File: config.mk
export PLATFORM = sky130hd
export DESIGN_NAME = fcbu_branch
export DESIGN_NICKNAME = d
export VERILOG_FILES = /design/src/hw/fcbu_pkg.sv /design/src/hw/fcbu_branch.sv /design/src/hw/fcbu_flags.sv
export SDC_FILE = /design/constraint.sdc
export NUM_CORES = 1
export LEC_CHECK = 0
export BUFFER_PORTS_ARGS = -buffer_cell sky130_fd_sc_hd__buf_2
export CORE_UTILIZATION = 55
export CTS_CLUSTER_SIZE = 14
export DETAILED_ROUTE_END_ITERATION = 7
export PLACE_DENSITY = 0.91
export SKIP_CTS_REPAIR_TIMING = 1
export SYNTH_ARGS = -nofsm -noshare
export SYNTH_HDL_FRONTEND = slang
export SYNTH_HIERARCHICAL = 1
export SYNTH_SLANG_ARGS = --single-unit
File: constraint.sdc
create_clock -name CLK_SYS -period 2.9 [get_ports CLK_SYS]
set_clock_uncertainty 0.2 [all_clocks]
set_input_delay 0.145 -clock CLK_SYS [delete_from_list [all_inputs] [get_ports CLK_SYS]]
set_output_delay 0.145 -clock CLK_SYS [all_outputs]
set_load 0.01 [all_outputs]
File: src/hw/fcbu_pkg.sv
/*
  fcbu_pkg: constants shared by the flag-conditional branch unit and its flag register.
  Assumes one 250 MHz core clock and byte-wide program memory with one-cycle read latency.
*/
package fcbu_pkg;
  // opcode bytes of the three handled jumps
  localparam logic [7:0]  OPC_JP_SIGN_CLR = 8'h42;
  localparam logic [7:0]  OPC_JP_NONZERO  = 8'h44;
  localparam logic [7:0]  OPC_JP_SIGN_SET = 8'h41;
  // instruction length in bytes, and operand offsets from the opcode address
  localparam logic [15:0] INSTR_BYTES     = 16'h0003;
  localparam logic [15:0] OFS_TGT_HI      = 16'h0001;
  localparam logic [15:0] OFS_TGT_LO      = 16'h0002;
  // occupancy in clock cycles, accept cycle through done cycle
  localparam int          CYC_TAKEN       = 11;
  localparam int          CYC_NOT_TAKEN   = 10;
  // counter width, and counter values at which done is scheduled (done shows one cycle later) and operands are read and captured
  localparam logic [3:0]  CNT_W           = 4'h4;
  localparam logic [3:0]  CNT_LAST_TAKEN  = 4'(CYC_TAKEN - 3);
  localparam logic [3:0]  CNT_LAST_NOT    = 4'(CYC_NOT_TAKEN - 3);
  localparam logic [3:0]  CNT_CAP_HI      = 4'h1;
  localparam logic [3:0]  CNT_CAP_LO      = 4'h2;
  localparam logic [3:0]  CNT_RD_LO       = 4'h0;
  // reset values
  localparam logic [15:0] RST_ADDR        = 16'h0000;
  localparam logic [7:0]  RST_BYTE        = 8'h00;
  localparam logic [3:0]  RST_CNT         = 4'h0;
  localparam logic        RST_FLAG        = 1'b0;

  typedef enum logic [1:0] {
    FCBU_IDLE = 2'b01,
    FCBU_EXEC = 2'b10
  } fcbu_state_t;
endpackage

File: src/hw/fcbu_branch.sv
/*
  fcbu_branch: decode and execute of the sign-clear, nonzero and sign-set conditional jumps.
  Assumes the fetch path offers an opcode byte with its address, program memory answers a read
  one cycle after the request, and the program counter takes PROGRAM_COUNTER_LOAD with PROGRAM_COUNTER_VALUE.
*/
`timescale 1ns/10ps
// Contract
// (RULE1) jump-if-sign-clear opcode branches only when sign flag is zero
// (RULE2) jump-if-nonzero opcode branches only when zero flag is zero
// (RULE3) jump-if-sign-set opcode branches only when sign flag is one
// (RULE4) taken branch loads program counter with target, fetching continues there
// (RULE5) branch not taken continues at the instruction three bytes on
// (RULE6) each jump takes eleven cycles when taken, ten when not
// (RULE7) target is the two following bytes, high byte first
// (RULE8) zero flag set by zero arithmetic result, cleared by nonzero
// (RULE9) these jumps leave zero, carry and sign flags unchanged
module fcbu_branch (
  input  wire logic        CLK_SYS,
  input  wire logic        RSTN,
  input  wire logic        INSTR_VALID,
  input  wire logic [7:0]  INSTR_OPCODE,
  input  wire logic [15:0] INSTR_ADDR,
  output logic             INSTR_BUSY,
  output logic             MEM_RD_EN,
  output logic [15:0]      MEM_ADDR,
  input  wire logic [7:0]  MEM_RDATA,
  output logic             PROGRAM_COUNTER_LOAD,
  output logic [15:0]      PROGRAM_COUNTER_VALUE,
  output logic             BRANCH_TAKEN,
  input  wire logic        ALU_WE,
  input  wire logic [7:0]  ALU_RESULT,
  input  wire logic        ALU_CARRY,
  input  wire logic        ALU_SIGN_WE,
  input  wire logic        ALU_SIGN,
  output logic             FLAG_Z,
  output logic             FLAG_C,
  output logic             FLAG_S
);
  fcbu_pkg::fcbu_state_t state_r;
  fcbu_pkg::fcbu_state_t state_nxt;
  logic [3:0]            cnt_r;
  logic [15:0]           base_r;
  logic [7:0]            tgt_hi_r;
  logic [7:0]            tgt_lo_r;
  logic                  taken_r;
  logic                  busy_r;
  logic                  rd_r;
  logic [15:0]           rd_addr_r;
  logic                  done_r;
  logic [15:0]           load_value_r;
  logic                  is_sign_clr;
  logic                  is_nonzero;
  logic                  is_sign_set;
  logic                  accept;
  logic                  cond;
  logic                  idle;
  logic                  exec;
  logic                  last;
  logic [3:0]            cnt_last;
  logic [15:0]           target;
  logic [15:0]           fall_through;

  // decoder shared by acceptance and the assertions
  function automatic logic opc_is(input logic [7:0] opc, input logic [7:0] code);
    opc_is = (opc == code);
  endfunction

  // flag register; this unit has no write path into it, so jumps cannot disturb it
  fcbu_flags u_flags (
    .clk_sys     (CLK_SYS),
    .rstn        (RSTN),
    .alu_we      (ALU_WE),
    .alu_result  (ALU_RESULT),
    .alu_carry   (ALU_CARRY),
    .alu_sign_we (ALU_SIGN_WE),
    .alu_sign    (ALU_SIGN),
    .flag_z_r    (FLAG_Z),
    .flag_c_r    (FLAG_C),
    .flag_s_r    (FLAG_S)
  ); // RULE9

  // opcode decode and branch condition, sampled on the accept edge only
  assign idle         = (state_r == fcbu_pkg::FCBU_IDLE);
  assign exec         = (state_r == fcbu_pkg::FCBU_EXEC);
  assign is_sign_clr  = opc_is(INSTR_OPCODE, fcbu_pkg::OPC_JP_SIGN_CLR);
  assign is_nonzero   = opc_is(INSTR_OPCODE, fcbu_pkg::OPC_JP_NONZERO);
  assign is_sign_set  = opc_is(INSTR_OPCODE, fcbu_pkg::OPC_JP_SIGN_SET);
  assign accept       = idle && INSTR_VALID && (is_sign_clr || is_nonzero || is_sign_set);
  assign cond         = (is_sign_clr && !FLAG_S)  // RULE1
                      || (is_nonzero && !FLAG_Z)  // RULE2
                      || (is_sign_set && FLAG_S); // RULE3
  // cycle budget chosen per outcome; the taken path spends one more cycle
  assign cnt_last     = taken_r ? fcbu_pkg::CNT_LAST_TAKEN : fcbu_pkg::CNT_LAST_NOT; // RULE6
  assign last         = exec && (cnt_r == cnt_last) && !done_r;
  assign target       = {tgt_hi_r, tgt_lo_r}; // RULE7
  assign fall_through = base_r + fcbu_pkg::INSTR_BYTES; // RULE5

  // idle waits for a handled opcode; exec leaves after the done cycle
  always_comb begin
    state_nxt = state_r;
    case (state_r)
      fcbu_pkg::FCBU_IDLE: begin
        if (accept) state_nxt = fcbu_pkg::FCBU_EXEC;
      end
      fcbu_pkg::FCBU_EXEC: begin
        if (done_r) state_nxt = fcbu_pkg::FCBU_IDLE;
      end
      default: state_nxt = fcbu_pkg::FCBU_IDLE;
    endcase
  end

  // sequencing: state, cycle counter and latched decision
  always_ff @(posedge CLK_SYS) begin
    if (!RSTN) begin
      state_r <= fcbu_pkg::FCBU_IDLE;
      cnt_r   <= fcbu_pkg::RST_CNT;
      taken_r <= 1'b0;
      base_r  <= fcbu_pkg::RST_ADDR;
      busy_r  <= 1'b0;
      done_r  <= 1'b0;
    end else begin
      state_r <= state_nxt;
      cnt_r   <= accept ? fcbu_pkg::RST_CNT : cnt_r + 4'h1;
      if (accept) begin
        taken_r <= cond;
        base_r  <= INSTR_ADDR;
      end
      busy_r  <= accept || (exec && !done_r);
      done_r  <= last; // RULE6
    end
  end

  // operand reads: high byte address first, then low; data lands one cycle later
  always_ff @(posedge CLK_SYS) begin
    if (!RSTN) begin
      rd_r      <= 1'b0;
      rd_addr_r <= fcbu_pkg::RST_ADDR;
    end else begin
      rd_r      <= accept || (exec && cnt_r == fcbu_pkg::CNT_RD_LO);
      if (accept) rd_addr_r <= INSTR_ADDR + fcbu_pkg::OFS_TGT_HI; // RULE7
      else if (exec && cnt_r == fcbu_pkg::CNT_RD_LO) rd_addr_r <= base_r + fcbu_pkg::OFS_TGT_LO;
    end
  end

  // target capture; the bytes are fetched even when unused, to keep timing fixed
  always_ff @(posedge CLK_SYS) begin
    if (!RSTN) begin
      tgt_hi_r <= fcbu_pkg::RST_BYTE;
      tgt_lo_r <= fcbu_pkg::RST_BYTE;
    end else begin
      if (exec && cnt_r == fcbu_pkg::CNT_CAP_HI) tgt_hi_r <= MEM_RDATA; // RULE7
      if (exec && cnt_r == fcbu_pkg::CNT_CAP_LO) tgt_lo_r <= MEM_RDATA; // RULE7
    end
  end

  // next program counter value, valid with the load pulse
  always_ff @(posedge CLK_SYS) begin
    if (!RSTN) begin
      load_value_r <= fcbu_pkg::RST_ADDR;
    end else if (last) begin
      load_value_r <= taken_r ? target : fall_through; // RULE4 RULE5
    end
  end

  // outputs straight from their flip-flops, no decode on the way out
  assign INSTR_BUSY            = busy_r;
  assign MEM_RD_EN             = rd_r;
  assign MEM_ADDR              = rd_addr_r;
  assign PROGRAM_COUNTER_LOAD  = done_r;
  assign PROGRAM_COUNTER_VALUE = load_value_r;
  assign BRANCH_TAKEN          = taken_r;
endmodule

File: src/hw/fcbu_flags.sv
/*
  fcbu_flags: zero, carry and sign flag register of the core.
  Assumes the arithmetic unit presents its result with one-cycle write strobes; jumps never write here.
*/
`timescale 1ns/10ps
module fcbu_flags (
  input  wire logic       clk_sys,
  input  wire logic       rstn,
  input  wire logic       alu_we,
  input  wire logic [7:0] alu_result,
  input  wire logic       alu_carry,
  input  wire logic       alu_sign_we,
  input  wire logic       alu_sign,
  output logic            flag_z_r,
  output logic            flag_c_r,
  output logic            flag_s_r
);
  logic result_zero;

  // zero is derived here, not by the caller, so it cannot disagree with the result
  assign result_zero = (alu_result == fcbu_pkg::RST_BYTE); // RULE8

  // flags move only on an arithmetic strobe; nothing else has a write path
  always_ff @(posedge clk_sys) begin
    if (!rstn) begin
      flag_z_r <= fcbu_pkg::RST_FLAG;
      flag_c_r <= fcbu_pkg::RST_FLAG;
      flag_s_r <= fcbu_pkg::RST_FLAG;
    end else begin
      if (alu_we) begin
        flag_z_r <= result_zero; // RULE8
        flag_c_r <= alu_carry;
      end
      if (alu_sign_we) begin
        flag_s_r <= alu_sign;
      end
    end
  end
endmodule

==> flow_metrics.tcl <==
set metrics [dict create \
    worstSkewPairLatency_ps 360 \
    tightest_slew_ps 1140 \
    outcome "complete, no violations" \
    finalMaxSlewViolations 0 \
    clk_path_buf_depth 2 \
    cts_tree "built" \
    hp-start "INSTR_OPCODE[2]" \
    timing.rr.start "base_r[1]" \
    tns_ps 0 \
    die_w_um 89.6 \
    syn2layout_area_growth_pct 21.5 \
    netlist_instances 516 \
    setup_viol 0 \
    internal-power_mw 1.57 \
    core_um2 7330 \
    drtPass1Iterations 6 \
    dp_hpwl_mm 8.65 \
    root_buffer "clkbuf_8" \
    clock_sinks 77 \
    synthTopCellsByCount "77 x dfxtp_1, 57 x nand3_1, 46 x a21oi_1, 44 x nand2_1, 40 x o21ai_0" \
    antenna_found_initial 0 \
    max-cap-violations 0 \
    numCtsBuffers 9 \
    end_kind "flop" \
    grt_setup_unrepaired "no" \
    instances_no_fill 710 \
    grt_util_all_layers 0.317 \
    vias 4738 \
    crit_type "flop to flop" \
    finalCritPeriodShare 0.875 \
    grt_max_degree 50 \
    ys_seq_area_frac 0.365 \
    ioPinCount 86 \
    yosys_register_bits 77 \
    syn_nets 571 \
    synth_flop_cell "dfxtp_1" \
    p_sw_frac 0.262 \
    fin_nets 661 \
    irDropWorstVdd_v 0.000253 \
    netlist_area_um2 4220 \
    cp.required_ps 2960 \
    finalCriticalPeriod_ps 2540 \
    grt_remaining_overflow 0 \
    grt_pass1_wl_mm 19.3 \
    timing.fmax_mhz 394 \
    routed_wirelength_mm 13.4 \
    seq_power_share 0.506 \
    fin_ws_ps 362 \
    place_congestion 0.975 \
    synthTopCellsByArea "dfxtp_1 37%, nand3_1 6.8%, a21oi_1 5.5%" \
    layout-drive-gt1-share 0.208 \
    syn_avg_cell_area_um2 8.18 \
    path_max_fanout 9 \
    cp-start-kind "flop" \
    slew_headroom 0.237 \
    synth_top_area_cell "dfxtp_1" \
    n_fill_cell 556 \
    arrival_ps 2590 \
    clkTransAtPathRegs_ps 80 \
    synth_edf_count 0 \
    power_density_nw_per_um2 415 \
    worstSetupStartpoint "base_r[1]" \
    synth_top_area_share 0.365 \
    p_clk_frac 0.394 \
    wl_per_cell_um 18.9 \
    combPwrFrac 0.100 \
    dp_cells 665 \
    yosysWarnings 6 \
    post-route-drc-count 0 \
    drtIter0Drc 664 \
    postSynth.asyncResetShare 0 \
    die_height_um 89.6 \
    p_sw_uw 556 \
    detail-route-antenna-nets 0 \
    diodes 0 \
    htree_levels 3 \
    start_util 0.576 \
    synth_most_common_cell "dfxtp_1" \
    portBuffers 85 \
    finalHoldViolations 0 \
    hp-class "input pin to flop" \
    vias_per_cell 6.67 \
    first_global_vias 4052 \
    rows 31 \
    dieArea_um2 8030 \
    place_worst_setup_slack_ps 547 \
    synthDistinctLibCells 57 \
    leakage_nw 1.84 \
]
[registers in the layout, indices dropped and copies added (netlist names)]
name / flops
PROGRAM_COUNTER_VALUE: 16
BRANCH_TAKEN: 1
u_flags/flag_z_r: 1
INSTR_BUSY: 1
PROGRAM_COUNTER_LOAD: 1
cnt_r: 4
u_flags/flag_c_r: 1
MEM_RD_EN: 1
tgt_lo_r: 8
u_flags/flag_s_r: 1
tgt_hi_r: 8
base_r: 16
MEM_ADDR: 16
state_r: 2
[power groups by stage]
stage / Sequential, mW / Clock, mW / Combinational [mW]
4_1_cts: 1.07 / 0.841 / 0.172
3_5_place_dp: 1.10 / 0 / 0.171
6_report: 1.08 / 0.839 / 0.212
2_1_floorplan: 1.10 / 0 / 0.0930
5_1_grt: 1.08 / 0.886 / 0.225
3_3_place_gp: 1.10 / 0 / 0.165
[worst max-delay path, cell delays in order, from the launching register on]
cell and delay, ps:
dfxtp_1 470, inv_1 100, ha_1 230, nand3b_1 400
nor4_1 610, mux2i_1 180, a32o_1 230
[worst paths after layout]
kind,slack (ps),endpoint,depth (start not counted)
setup reg to reg,360,PROGRAM_COUNTER_VALUE[14],6
setup / recovery,360,PROGRAM_COUNTER_VALUE[14],6
hold / removal,60,BRANCH_TAKEN,4
hold reg to reg,260,tgt_hi_r[0],2
[stage by stage]
stage	hold WS [ps]	total power, mW	cell area (um2)	util
global placement	187	1.26	4630	0.632
floorplan	56.0	1.19	4220	-
CTS	-190	2.09	4830	0.659
global route	91.0	2.19	5120	0.699
detailed placement	192	1.27	4630	0.632
finish	59.7	2.13	5120	0.699
[cells by family after synthesis]
logic type / share of synthesized area
flip-flops: 0.365
XOR/XNOR: 0.0477
buffers and inverters: 0.0558
adder cells (fa/ha/maj): 0.0237
multiplexers: 0.0142
AND/OR/NAND/NOR: 0.267
AO/OA/AOI/OAI: 0.226
[placed cells by master (no fill, tap or decap), types with 4 or more instances in the layout]
cell type and count:
a32o_1 8, nor2b_1 5, a21oi_1 46, o32ai_1 9
o211ai_1 4, o31ai_1 5, ha_1 8, or4_1 4
xnor2_1 19, o21ai_0 39, buf_4 9, mux2i_1 6
dfxtp_1 77, nor4_1 15, nor2_1 6, or3_1 6
nand4_1 12, dlygate4sd3_1 29, nand2_1 44, buf_2 85
o21a_1 6, o221ai_1 8, clkbuf_8 10, inv_1 8
xor2_1 4, and3_1 4, nand3_1 57, nor3_1 26
[cell type report]
type                            count  area (um2)  share of cell area
Clock buffer                       10         138              0.0269
Clock inverter                      6        62.6              0.0122
Inverter                            9        33.8             0.00659
Multi-Input combinational cell    386        2440               0.477
Sequential cell                    77        1540               0.301
Tap cell                           99         124              0.0242
Timing Repair Buffer              123         783               0.153
[routing by layer]
layer	vias to the layer above	GRT usage	share of wire
met1	2196	0.405	0.38
met3	66	0.0503	0.099
met4	0	0.167	0.037
li1	2127	-	-
met5	-	0	0
met2	349	0.517	0.48
Note: power is estimated with default switching activity, not from simulation.
